==> config.mk <==
export PLATFORM = sky130hd
export DESIGN_NAME = fsc_top
export DESIGN_NICKNAME = d
export VERILOG_FILES = /design/src/shared/fsc_pkg.sv /design/src/verilog/fsc_top.sv
export SDC_FILE = /design/constraint.sdc
export NUM_CORES = 1
export LEC_CHECK = 0
export BUFFER_PORTS_ARGS = -buffer_cell sky130_fd_sc_hd__buf_2
export CAP_MARGIN = 10
export CORE_MARGIN = 2
export CORE_UTILIZATION = 57
export CTS_BUF_LIST = sky130_fd_sc_hd__clkbuf_4
export DETAILED_ROUTE_END_ITERATION = 7
export PLACE_DENSITY_LB_ADDON = 0.2
export SYNTH_ARGS = -nofsm -noshare
export SYNTH_HDL_FRONTEND = slang
export SYNTH_SLANG_ARGS = --single-unit
export TNS_END_PERCENT = 20
==> constraint.sdc <==
create_clock -name pclk -period 6.6 [get_ports pclk]
set_input_delay 0.33 -clock pclk [delete_from_list [all_inputs] [get_ports pclk]]
set_output_delay 0.33 -clock pclk [all_outputs]
set_load 0.005 [all_outputs]
==> src/shared/fsc_pkg.sv <==
// Constants and register map for the flash security and clock scaler block
package fsc_pkg;
    // =====================================================
    // Register byte offsets on APB
    localparam logic [11:0] OFS_SCALER = 12'h000;
    localparam logic [11:0] OFS_OPTION = 12'h004;
    localparam logic [11:0] OFS_CONFIG = 12'h008;
    localparam logic [11:0] OFS_PROT   = 12'h00c;
    localparam logic [11:0] OFS_SPARE  = 12'h010;
    localparam logic [11:0] OFS_STATUS = 12'h014;
    // =====================================================
    // Field positions
    localparam int SCL_LOADED_BIT  = 7;
    localparam int SCL_PRESC_BIT   = 6;
    localparam int OPT_BACKDOOR_KEY_ENABLE_BIT   = 7;
    localparam int CFG_KEY_ACCESS_ENABLE_BIT  = 5;
    localparam logic [7:0] OPT_READ_MASK = 8'hc3;
    localparam logic [7:0] CFG_READ_MASK = 8'he0;
    // =====================================================
    // Security codes and key window
    localparam logic [1:0]  SEC_OPEN      = 2'h2;
    localparam logic [15:0] KEY_BASE_ADDR = 16'hffb0;
    localparam int          KEY_BYTES     = 8;
    localparam logic [3:0]  KEY_FULL      = 4'h8;
    localparam logic [2:0]  PRESC_LAST    = 3'h7;
    // =====================================================
    // Reset values
    localparam logic [7:0] SCALER_RST = 8'h00;
    localparam logic [7:0] BYTE_RST   = 8'h00;
    localparam logic [31:0] WORD_ZERO = 32'h0000_0000;
    // Bus clock, used only to document the scaler ratio
    localparam int CLK_HZ = 20_000_000;
endpackage

==> src/verilog/fsc_top.sv <==
// Flash security gate, option shadows and flash clock scaler with APB slave
//
// Implementation choices: the APB register port and the register offsets.
`timescale 1ns/1ps
// Summary of operation
// - Block unsecured or debug secure accesses
// - Secure-fetched code gets full access
// - Only code 1:0 means unsecured
// - Reset copies option byte to shadow
// - No debug module while secure
// - Secure background entry only via pin
// - Key enable 0 disables key compare
// - Key access captures key writes
// - Key match on clear unsecures device
// - Key writes accepted only from RAM
// - Protection writable only by debug
// - Passing blank check unsecures device
// - Reset loads three config shadows
// - Scaler bits take first write only
// - Loaded flag gates program and erase
// - Prescale picks bus or bus/8
// - Flash clock is input over ratio+1
// - Timing pulses are whole flash clocks; this block only makes fclk_tick, one bus cycle wide per flash clock
// - Flash reads under key access return zero
// - Early flash write raises access error
// - Field reads 10 after unlock
module fsc_top
    import fsc_pkg::*;
(
    input  wire logic        pclk,          // Bus clock
    input  wire logic        presetn,       // Async reset, low
    input  wire logic        psel,          // APB select
    input  wire logic        penable,       // APB enable
    input  wire logic        pwrite,        // APB direction
    input  wire logic [11:0] paddr,         // APB byte address
    input  wire logic [31:0] pwdata,        // APB write data
    input  wire logic        dbg_master,    // APB transfer issued by debug
    output logic             pready,        // APB ready
    output logic [31:0]      prdata,        // APB read data
    output logic             pslverr,       // APB error, unmapped
    input  wire logic [7:0]  nv_option_byte,// Nonvolatile option byte
    input  wire logic [7:0]  nv_prot_byte,  // Nonvolatile protection byte
    input  wire logic [7:0]  nv_spare_byte, // Third nonvolatile config byte
    input  wire logic [63:0] backdoor_key_store, // Byte i at [8i+7:8i]
    input  wire logic        acc_valid,     // Memory access strobe
    input  wire logic        acc_write,     // Access is a write
    input  wire logic [15:0] acc_addr,      // Access address
    input  wire logic [7:0]  acc_wdata,     // Write byte
    input  wire logic        acc_target_sec,// Target is secured flash or RAM
    input  wire logic        acc_is_flash,  // Target is flash array
    input  wire logic        src_secure,    // Code fetched from secure memory
    input  wire logic        src_ram,       // Code executing in RAM
    input  wire logic        src_debug,     // Access from debug controller
    input  wire logic [7:0]  mem_rdata_in,  // Raw array read data
    input  wire logic        blank_done,    // Blank check finished pulse
    input  wire logic        blank_pass,    // Blank check found all erased
    input  wire logic        dbg_module_req,// Request to enable debug module
    input  wire logic        bgnd_req,      // Other request for background mode
    input  wire logic        bgnd_pin_low,  // Background mode pin held low
    output logic             mem_wr_en,     // Write passed to memory, pulse
    output logic             cmd_start,     // Flash command write step, pulse
    output logic             acc_err_set,   // Sets access error flag, pulse
    output logic             rd_valid,      // Read data valid, pulse
    output logic [7:0]       rd_data,       // Gated read data
    output logic             pe_enable,     // Program and erase allowed
    output logic             fclk_tick,     // One bus cycle per flash clock
    output logic             secure,        // Security engaged
    output logic             dbg_module_en, // Debug module enabled
    output logic             bgnd_en        // Active background mode allowed
);
    // =====================================================
    // State
    typedef struct packed {
        logic [7:0]  opt;
        logic [7:0]  prot;
        logic [7:0]  spare;
        logic        loaded;
        logic        presc;
        logic [5:0]  ratio;
        logic        key_acc;
        logic [63:0] key_buf;
        logic [3:0]  key_cnt;
        logic        key_bad;
        logic [2:0]  pre_cnt;
        logic [5:0]  div_cnt;
        logic        tick;
        logic        pin_caught;
        logic        load_done;
        logic        pready;
        logic [31:0] prdata;
        logic        pslverr;
        logic        mem_wr_en;
        logic        cmd_start;
        logic        acc_err;
        logic        rd_valid;
        logic [7:0]  rd_data;
        logic        secure;
        logic        dbg_en;
        logic        bgnd_en;
    } fsc_state_s;

    fsc_state_s st_r;
    fsc_state_s st_nxt;

    function automatic logic fsc_is_secure(input logic [1:0] code);
        return code != SEC_OPEN;
    endfunction

    function automatic logic fsc_is_key_addr(input logic [15:0] a);
        return a[15:3] == KEY_BASE_ADDR[15:3];
    endfunction

    logic apb_fire;
    logic apb_wr;
    logic apb_rd;
    logic sec_now;
    logic blocked;
    logic key_wr;
    logic key_match;

    always_comb begin
        apb_fire  = psel && penable && st_r.pready;
        apb_wr    = apb_fire && pwrite;
        apb_rd    = apb_fire && !pwrite;
        sec_now   = fsc_is_secure(st_r.opt[1:0]);
        blocked   = sec_now && acc_target_sec && (!src_secure || src_debug);
        key_wr    = acc_valid && acc_write && st_r.key_acc && fsc_is_key_addr(acc_addr)
                    && src_ram && !src_debug;
        // Compare only with key enable set
        key_match = st_r.opt[OPT_BACKDOOR_KEY_ENABLE_BIT] && st_r.key_cnt == KEY_FULL && !st_r.key_bad
                    && st_r.key_buf == backdoor_key_store;
    end

    always_comb begin
        st_nxt           = st_r;
        st_nxt.mem_wr_en = 1'b0;
        st_nxt.cmd_start = 1'b0;
        st_nxt.acc_err   = 1'b0;
        st_nxt.rd_valid  = 1'b0;
        st_nxt.tick      = 1'b0;
        // =====================================================
        // Shadow load after reset release
        if (!st_r.load_done) begin
            st_nxt.load_done  = 1'b1;
            st_nxt.opt        = nv_option_byte;
            st_nxt.prot       = nv_prot_byte;
            st_nxt.spare      = nv_spare_byte;
            st_nxt.pin_caught = bgnd_pin_low;
        end
        // =====================================================
        // APB slave: one wait state, data registered
        st_nxt.pready  = psel && penable && !st_r.pready;
        st_nxt.pslverr = 1'b0;
        if (psel && penable && !st_r.pready) begin
            st_nxt.prdata = WORD_ZERO;
            unique case (paddr)
                OFS_SCALER: st_nxt.prdata[7:0] = {st_r.loaded, st_r.presc, st_r.ratio};
                OFS_OPTION: st_nxt.prdata[7:0] = st_r.opt & OPT_READ_MASK;
                OFS_CONFIG: st_nxt.prdata[CFG_KEY_ACCESS_ENABLE_BIT] = st_r.key_acc;
                OFS_PROT:   st_nxt.prdata[7:0] = st_r.prot;
                OFS_SPARE:  st_nxt.prdata[7:0] = st_r.spare;
                OFS_STATUS: st_nxt.prdata[3:0] = st_r.key_cnt;
                default:    st_nxt.pslverr = 1'b1;
            endcase
        end
        if (apb_wr) begin
            unique case (paddr)
                OFS_SCALER: begin
                    // First write only, flag set regardless
                    if (!st_r.loaded) begin
                        st_nxt.loaded = 1'b1;
                        st_nxt.presc  = pwdata[SCL_PRESC_BIT];
                        st_nxt.ratio  = pwdata[5:0];
                    end
                end
                OFS_CONFIG: begin
                    st_nxt.key_acc = pwdata[CFG_KEY_ACCESS_ENABLE_BIT];
                    if (!st_r.key_acc && pwdata[CFG_KEY_ACCESS_ENABLE_BIT]) begin
                        st_nxt.key_cnt = 4'h0;
                        st_nxt.key_bad = 1'b0;
                    end
                    // Unlock on clear only when matched
                    if (st_r.key_acc && !pwdata[CFG_KEY_ACCESS_ENABLE_BIT] && key_match) begin
                        st_nxt.opt[1:0] = SEC_OPEN;
                    end
                end
                OFS_PROT: begin
                    if (dbg_master) begin
                        st_nxt.prot = pwdata[7:0];
                    end
                end
                default: begin
                end
            endcase
        end
        // =====================================================
        // Memory access gate
        if (acc_valid && acc_write) begin
            if (key_wr) begin
                // Out-of-order or extra bytes spoil the whole entry
                if (acc_addr[2:0] != st_r.key_cnt[2:0] || st_r.key_cnt == KEY_FULL) begin
                    st_nxt.key_bad = 1'b1;
                end else begin
                    st_nxt.key_buf[{acc_addr[2:0], 3'h0} +: 8] = acc_wdata;
                    st_nxt.key_cnt = st_r.key_cnt + 4'h1;
                end
            end else if (st_r.key_acc && fsc_is_key_addr(acc_addr)) begin
                // Key window writes from elsewhere do nothing
                st_nxt.key_bad = st_r.key_bad;
            end else if (!blocked) begin
                if (acc_is_flash) begin
                    if (!st_r.loaded) begin
                        st_nxt.acc_err = 1'b1;
                    end else begin
                        st_nxt.cmd_start = 1'b1;
                    end
                end else begin
                    st_nxt.mem_wr_en = 1'b1;
                end
            end
        end
        if (acc_valid && !acc_write) begin
            st_nxt.rd_valid = 1'b1;
            // Zero for blocked reads or flash reads under key access
            if (blocked || (st_r.key_acc && acc_is_flash)) begin
                st_nxt.rd_data = BYTE_RST;
            end else begin
                st_nxt.rd_data = mem_rdata_in;
            end
        end
        if (blank_done && blank_pass) begin
            st_nxt.opt[1:0] = SEC_OPEN;
        end
        // =====================================================
        // Flash clock scaler
        if (st_r.loaded) begin
            if (!st_r.presc || st_r.pre_cnt == PRESC_LAST) begin
                st_nxt.pre_cnt = 3'h0;
                if (st_r.div_cnt == st_r.ratio) begin
                    st_nxt.div_cnt = 6'h00;
                    st_nxt.tick    = 1'b1;
                end else begin
                    st_nxt.div_cnt = st_r.div_cnt + 6'h01;
                end
            end else begin
                st_nxt.pre_cnt = st_r.pre_cnt + 3'h1;
            end
        end
        // =====================================================
        // Debug and background gating
        st_nxt.secure  = fsc_is_secure(st_nxt.opt[1:0]);
        st_nxt.dbg_en  = dbg_module_req && !st_nxt.secure;
        st_nxt.bgnd_en = st_nxt.secure ? st_nxt.pin_caught : (bgnd_req || st_nxt.pin_caught);
    end

    // Reset clears the unlock; reload follows release
    always_ff @(posedge pclk or negedge presetn) begin
        if (!presetn) begin
            st_r        <= '0;
            st_r.opt    <= BYTE_RST;
            st_r.secure <= 1'b1;
        end else begin
            st_r <= st_nxt;
        end
    end

    assign pready        = st_r.pready;
    assign prdata        = st_r.prdata;
    assign pslverr       = st_r.pslverr;
    assign mem_wr_en     = st_r.mem_wr_en;
    assign cmd_start     = st_r.cmd_start;
    assign acc_err_set   = st_r.acc_err;
    assign rd_valid      = st_r.rd_valid;
    assign rd_data       = st_r.rd_data;
    assign pe_enable     = st_r.loaded;
    assign fclk_tick     = st_r.tick;
    assign secure        = st_r.secure;
    assign dbg_module_en = st_r.dbg_en;
    assign bgnd_en       = st_r.bgnd_en;
endmodule // fsc_top
Word-level counts from Yosys, hierarchy flattened. Cells that the tools add are included.

Add/sub/neg operators: 4. Eq/ne operators: 14. Shift-type cells: 2. Muxes and demuxes: 40. Bitwise gates (word level): 2. Reductions and logical operators: 43.

Operators with widths (count): 64-bit bitwise mux (1); 64-bit equality test (1); 8-bit by 8-bit variable shift with 64-bit output (first input constant) (1); 8-bit by 8-bit variable part select with 64-bit output (1); 12-bit by 4-bit equality test with 1-bit output (second input constant) (2); 12-bit by 5-bit equality test with 1-bit output (second input constant) (2); 8-bit 2-to-1 mux (3); 1-bit logical AND (22); 5-bit 2-to-1 mux (4); 4-bit one-hot mux with 5 select lines (1); 18-bit 2-to-1 mux (1); 3-bit 2-to-1 mux (5); 13-bit equality test (second input constant) (1); 12-bit by 3-bit equality test with 1-bit output (second input constant) (1); 12-bit logical NOT (1); 1-bit 2-to-1 mux (12); 10-bit 2-to-1 mux (1); 2-bit 2-to-1 mux (5); 1-bit logical NOT (9); 9-bit 2-to-1 mux (1); 4-bit 2-to-1 mux (2); 6-bit negation with 8-bit output (1); 2-bit one-hot mux with 4 select lines (1); 6-bit by 1-bit adder with 6-bit output (second input constant) (1); 16 further kinds (25).

Flip-flop bits (word level): 139. Bits of input ports: 182. Output and inout bits: 51. Logic and storage cells: 132.

Depth between registers and ports, before layout. Gate-level depths: netlist (run 1).

Depth after elaboration: 12. Mapped depth: 10. Depth with buffers taken out: 8.

Least setup slack after synthesis (run 1). No wires, ideal clock.

Path type: register -> register. From: register st_r[62] in the netlist's numbering. To: register st_r[90] in the netlist's numbering. Arrival: 2097 ps. Data required time: 6475 ps. Setup slack: 4378 ps. Stages on the path, launching flop included: 10. Path buffers: 2. Clock period less this slack: 2222 ps. Cell sequence: dfrtp_1 inv_1 ha_1 and3b_1 nor4_2 and3_1 buf_4 and3_1 buf_4 mux2_2.

Word-level cells in the longest chain between the ends: 4.

RTL lines: from (decl) (line fsc_top.sv:102) `fsc_state_s st_r;`; from (signal assigned) (line fsc_top.sv:263) `st_r <= st_nxt;`; 4-bit equality test / 3-bit != test (equally long branches) (line fsc_top.sv:201) `if (acc_addr[2:0] != st_r.key_cnt[2:0] || st_r.key_cnt == KEY_FULL) begin`; 1-bit logical OR * (line fsc_top.sv:201); 1-bit inverter (no source line) *; 3-bit AND reduction (no source line) *.

Every way passes the cells marked *; elsewhere a longest branch is shown, timed or not. A chain may end at the register's enable or synchronous reset.

==> results of run 1 <==
==> layout make-up <==
cell class | instances | area (um^2) | area share
flip-flops and latches | 135 | 3379 | 0.4051
clock inverters | 15 | 209.0 | 0.02505
clock buffers | 17 | 127.6 | 0.01530
well taps | 147 | 183.9 | 0.02205
repair buffers | 206 | 1162 | 0.1393
inverters | 12 | 45.04 | 0.005400
multi-input cells | 410 | 3234 | 0.3877
==> cells in the mapped netlist, types with 3 or more instances <==
cell type,n,area share
buf_4,44,0.048
nand2b_1,4,0.0036
nor3_1,7,0.0050
and3_1,6,0.0054
nand4_1,17,0.015
ha_1,7,0.013
nor4_1,13,0.012
nand2_1,21,0.011
o21ai_0,15,0.011
nor4_2,3,0.0054
nand3_1,8,0.0058
a21oi_1,20,0.014
xor2_1,35,0.044
inv_1,12,0.0065
mux2_2,80,0.13
nor2_1,31,0.017
buf_1,3,0.0016
mux2i_1,22,0.032
o21a_1,4,0.0043
xnor2_1,41,0.052
clkbuf_1,8,0.0043
a22o_1,8,0.010
a31oi_1,4,0.0036
dfrtp_1,134,0.48
==> metal layers <==
layer	share of wire	track usage	routed length, um	up-vias
met5	0	0	0	-
met4	0.025	0.1065	414	0
met3	0.069	0.07147	1129	31
met2	0.51	0.4481	8311	207
met1	0.40	0.3101	6453	2459
li1	-	-	-	2424
==> kinds of logic after synthesis <==
kind of cell             count (synthesis)  synth area share
AO/OA/AOI/OAI                           64           0.05816
XOR/XNOR                                76           0.09579
flip-flops                             135            0.4863
AND/OR/NAND/NOR                        135            0.1224
buffers and inverters                   68           0.06068
multiplexers                           103            0.1629
adder cells (fa/ha/maj)                  7           0.01260
other                                    2          0.001081
==> stage by stage <==
stage / area [um^2] / hold WS, ps / total power, uW
global placement: 7765 / 359.9 / 1072
floorplan: 7036 / 34.41 / 997.4
global route: 8342 / 6.119 / 1785
detailed placement: 7765 / 365.3 / 1081
finish: 8342 / 46.45 / 1709
CTS: 8332 / 1.276 / 1727
==> placed cells by master (no fill, tap or decap), types with 3 or more instances in the layout <==
cell type	instances
bufinv_16	5
nor4_2	3
o21ai_0	15
nor3_1	7
nand2_1	21
mux2_2	80
xor2_1	35
dfrtp_1	134
o21a_1	4
clkinv_1	4
nor2_1	31
a31oi_1	4
and3_1	6
xnor2_1	41
buf_2	179
a22o_1	8
inv_1	12
nand3_1	8
clkinvlp_4	4
dlygate4sd3_1	24
ha_1	7
nand2b_1	4
mux2i_1	22
nand4_1	17
nor4_1	13
a21oi_1	20
clkbuf_4	17
conb_1	25
==> critical path: stages (launching register included) <==
cell and delay (ps):
dfrtp_1 480, inv_1 90, ha_1 130, and3b_1 210
nand4_1 100, nor4_1 550, nand4_1 190, nor3_2 380
a211oi_1 90, dlygate4sd3_1 570
==> power breakdown <==
| part | switching, uW | leakage, uW | total, uW | internal [uW] |
|---|---|---|---|---|
| Sequential | 20.3 | 0.00179 | 878 | 857 |
| Combinational | 98.1 | 0.00228 | 198 | 99.6 |
| Clock | 301 | 0.000164 | 633 | 333 |
| Total | 419 | 0.00423 | 1710 | 1290 |
==> repair_timing <==
action,in CTS,in global routing
endpoints found under the hold margin,87,1
hold buffers,23,1
setup endpoints to repair,0,0
==> worst min path at each step <==
stage | endpoint | slack, ps | cells past startpoint
floorplan | acc_err_set | 30 | 0
global placement | st_r[161] | 360 | 1
detailed placement | st_r[161] | 370 | 1
CTS | st_r[50] | 1 | 2
global route | st_r[134] | 6 | 2
finish | st_r[134] | 50 | 2
==> results.md, run 1 <==
- Reg2reg end: st_r[155]
- Max FO, Critical Path: 6
- Setup violators final: 0
- Routed wire length: 16310 um
- Synth Cell Area: 6949 um^2
- Total track usage: 0.2609
- Hold Path Class: in2reg
- TritonCTS Sinks: 135
- Worst rel slew slack: 0.2179
- Post-DP HPWL: 12010 um
- Worst Reg-to-Reg Cells: 9
- Detail Route Antenna Nets: 0
- Synth Area per Inst: 11.78 um^2
- Crit path arrival time: 3330 ps
- Outcome: finished clean
- Layout area overhead: 20.04%
- Pwr Density: 204.8 nW/um^2
- Slew of the pin with the lowest slew margin: 1173 ps
- Pleak: 0.004235 uW
- H-tree levels: 4
- Vias: 5121
- Final hold viol count: 0
- Period Utilization, post-route: 0.4408
- Synthesized instance count: 590
- Drc violations: 0
- Die Area: 13090 um^2
- Crit path launch: st_r[63]
- Synth Register Bits: 135
- I/O pins: 233
- Clk buf depth: 2
- Vias in the first global route: 5197
- Post-synthesis sequential area ratio: 0.4863
- Total negative setup slack: 0 ps
- Period minus WS final: 2909 ps
- Initial antenna violation count: 0
- Clock slew at reported path FFs: 120 ps
- Max Freq: 343.7 MHz
- Post-CTS Setup Bufs: 0
- # placed instances: 886
- Core ar.: 11960 um^2
- Synth cell types: 54
- First-pass GRT wire length: 25940 um
- Number of flops mapped to enable cells by yosys: 0
- CTS tree: done
- Row count: 40
- Worst-case vdd ir drop: 0.1392 mV
- Fin util: 0.6974
- Worst Hold Launch: pwdata[3]
- Vert. Die Dim: 114.4 um
- Initial Util: 0.5810
- Final worst slack: 3691 ps
- Clock buffer count from CTS: 17
- Drt wl/cell: 17.31 um
- Buffers on Ports: 180
- Die X: 114.4 um
- Grt ovf: 0
- Antenna cells: 0
- Vias per cell: 5.436
- DP Worst Slack: 3791 ps
- Layout cell share with drive strength beyond 1: 0.3862
- Clk root buf: clkbuf_4
- Fin. max-slew vios: 0
- Synth warn: 0
- Max-cap violation count: 0
- CP Capture Point: st_r[155]
- Clock Latency Late Sink: 530 ps
- Crit Path Category: reg2reg
- GP Congestion: 0.8215
- RSZ-0062 raised after global routing: no
- Drt initial violations: 218
- Required time worst endpoint: 7020 ps
- Largest net degree at the start of global routing: 70
- Max reg flops: 108
- Largest Register: st_r
- Synth async-reset ratio: 1.000
- Nets: 971
- Pre-antenna DRT Iters: 4
- CP Launch Type: flop
- Crit. End Element: flop
- Final cell count without fillers: 942
- Fillers: 937
- Ys flop type: dfrtp_1
- Final Skew: 10.79 ps
- PostCTS Resize Cnt: 0
- Worst R2R Start: st_r[63]
- R2R Setup Slk: 3690 ps
(Power assumes the default switching activity.)
==> run 2: changes to the inputs <==
- CORE_UTILIZATION: 57 -> 53
- clock period: 6.6 -> 2.7 ns (I/O delays scaled with it)
==> results.md, run 2 (synthesis gave the netlist of run 1 again) <==
- Most common cell after layout, fill and taps aside: buf_2
- Met2 Track Usage GR: 0.4397
- Drt wl/cell: 17.43 um
- Initial antenna violation count: 0
- Total track usage: 0.2574
- Crit Path Category: reg2reg
- Required time worst endpoint: 3110 ps
- Slowest stage delay, CP: 570 ps
- CP max-delay cell: dlygate4sd3_1
- Most frequent cells in the layout: buf_2 (179), dfrtp_1 (134), mux2_2 (80), dlygate4sd3_1 (62), xnor2_1 (41)
- Vias per cell: 5.259
- Worst-case vdd ir drop: 0.2944 mV
- First-pass GRT wire length: 28080 um
- Pre-antenna DRT Iters: 4
- Fin. max-slew vios: 0
- Max FO, Critical Path: 5
- Max Freq: 392.2 MHz
- Clk root buf: clkbuf_4
- Largest Register: st_r
- Vias in the first global route: 5536
- Met3 Usage GRT: 0.06950
- Drc violations: 0
- Total negative setup slack: 0 ps
- Period Utilization, post-route: 0.9442
- Clock buffer count from CTS: 17
- RSZ-0062 raised after global routing: no
- H-tree levels: 4
- Row count: 41
- Layout area overhead: 25.14%
- TritonCTS Sinks: 135
- Period minus WS final: 2549 ps
- Clock slew at reported path FFs: 110 ps
- Hold slack: 42.42 ps
- Buffers on Ports: 180
- Final hold viol count: 0
- Worst rel slew slack: 0.5365
- Core ar.: 12720 um^2
- Max-cap violation count: 0
- Layout cell share with drive strength beyond 1: 0.3719
- Overall power: 3701 uW
- Post-DP HPWL: 12520 um
- Crit path cell chain: inv_1 > ha_1 > and3b_1 > nand4_1 > nor4_2 > nand4_1 > nor3_4 > a211oi_1 > dlygate4sd3_1
- I/O pins: 233
- Antenna cells: 0
- Crit path arrival time: 2960 ps
- Initial Util: 0.5462
- Vias: 5317
- Setup violators final: 0
- Vert. Die Dim: 118.5 um
- Largest net degree at the start of global routing: 88
- Fillers: 948
- Final Skew: 25.95 ps
- Pleak: 0.004406 uW
- Grt ovf: 0
- Nets: 1019
- Routed wire length: 17620 um
- CP Launch Type: flop
- Crit. End Element: flop
- Clk buf depth: 2
- Post-CTS Setup Bufs: 0
- Most used cell, CP: nand4_1
- Die Area: 14040 um^2
- Drt initial violations: 265
- Clock Latency Late Sink: 530 ps
- CTS tree: done
- Hold Path Class: in2reg
- Pwr Density: 425.6 nW/um^2
- Max reg flops: 108
- Slew of the pin with the lowest slew margin: 688.0 ps
- Grt met1 use: 0.3126
- Die X: 118.5 um
- GP Congestion: 0.8701
- Outcome: finished clean
- Detail Route Antenna Nets: 0
- GR peak layer: met2
[run 2: cell type report]
| cell class | instances | area (um^2) | share of cell area |
|---|---|---|---|
| repair buffers | 254 | 1627 | 0.1871 |
| clock inverters | 9 | 40.04 | 0.004604 |
| inverters | 12 | 45.04 | 0.005180 |
| multi-input cells | 410 | 3247 | 0.3734 |
| well taps | 172 | 215.2 | 0.02475 |
| clock buffers | 19 | 142.6 | 0.01640 |
| flip-flops and latches | 135 | 3379 | 0.3886 |
[run 2: final timing paths]
| check | start | cells past startpoint | end | slack, ps |
|---|---|---|---|---|
| setup / recovery | st_r[62] | 9 | st_r[155] | 150 |
| hold / removal | acc_addr[5] | 5 | st_r[61] | 40 |
| setup reg to reg | st_r[62] | 9 | st_r[155] | 150 |
| hold reg to reg | prdata[6] | 1 | prdata[6] | 490 |
| max in group asynchronous | presetn | 3 | st_r[95] | 1760 |
| min in group asynchronous | presetn | 2 | st_r[131] | 100 |
[run 2: power by group]
group	internal [uW]	switching, uW	total [uW]
clock network	342	668	1010
logic	288	260	547
registers	2100	47.7	2140
[run 2: layer usage]
| metal | share of wire | vias to the layer above |
|---|---|---|
| met3 | 0.057 | 26 |
| met4 | 0.022 | 0 |
| met5 | 0 | - |
| met1 | 0.42 | 2585 |
| met2 | 0.50 | 192 |
| li1 | - | 2514 |
[run 2: timing repair]
item | in CTS | in global routing
resized for setup | 0 | 2
endpoints found under the setup margin | 0 | 2
hold buffers | 62 | 0
endpoints found under the hold margin | 162 | 0
[run 2: per-stage QoR]
stage / util / setup slack, ps / std cells / area, um^2
floorplan: - / 478.3 / 613 / 7036
global placement: 0.6194 / 330.4 / 921 / 7880
detailed placement: 0.6194 / 257.3 / 921 / 7880
CTS: 0.6825 / 20.08 / 1011 / 8683
global route: 0.6835 / 0.7074 / 1011 / 8696
finish: 0.6835 / 150.6 / 1011 / 8696
[run 2: worst max-delay path, delay by kind of cell (launching register included)]
kind | cells | cell delay [ps]
DFF | 1 | 390
adders and majority gates | 1 | 130
and+or+nand+nor | 5 | 1210
AOI/OAI and AO/OA | 1 | 80
buffers and inverters | 2 | 630
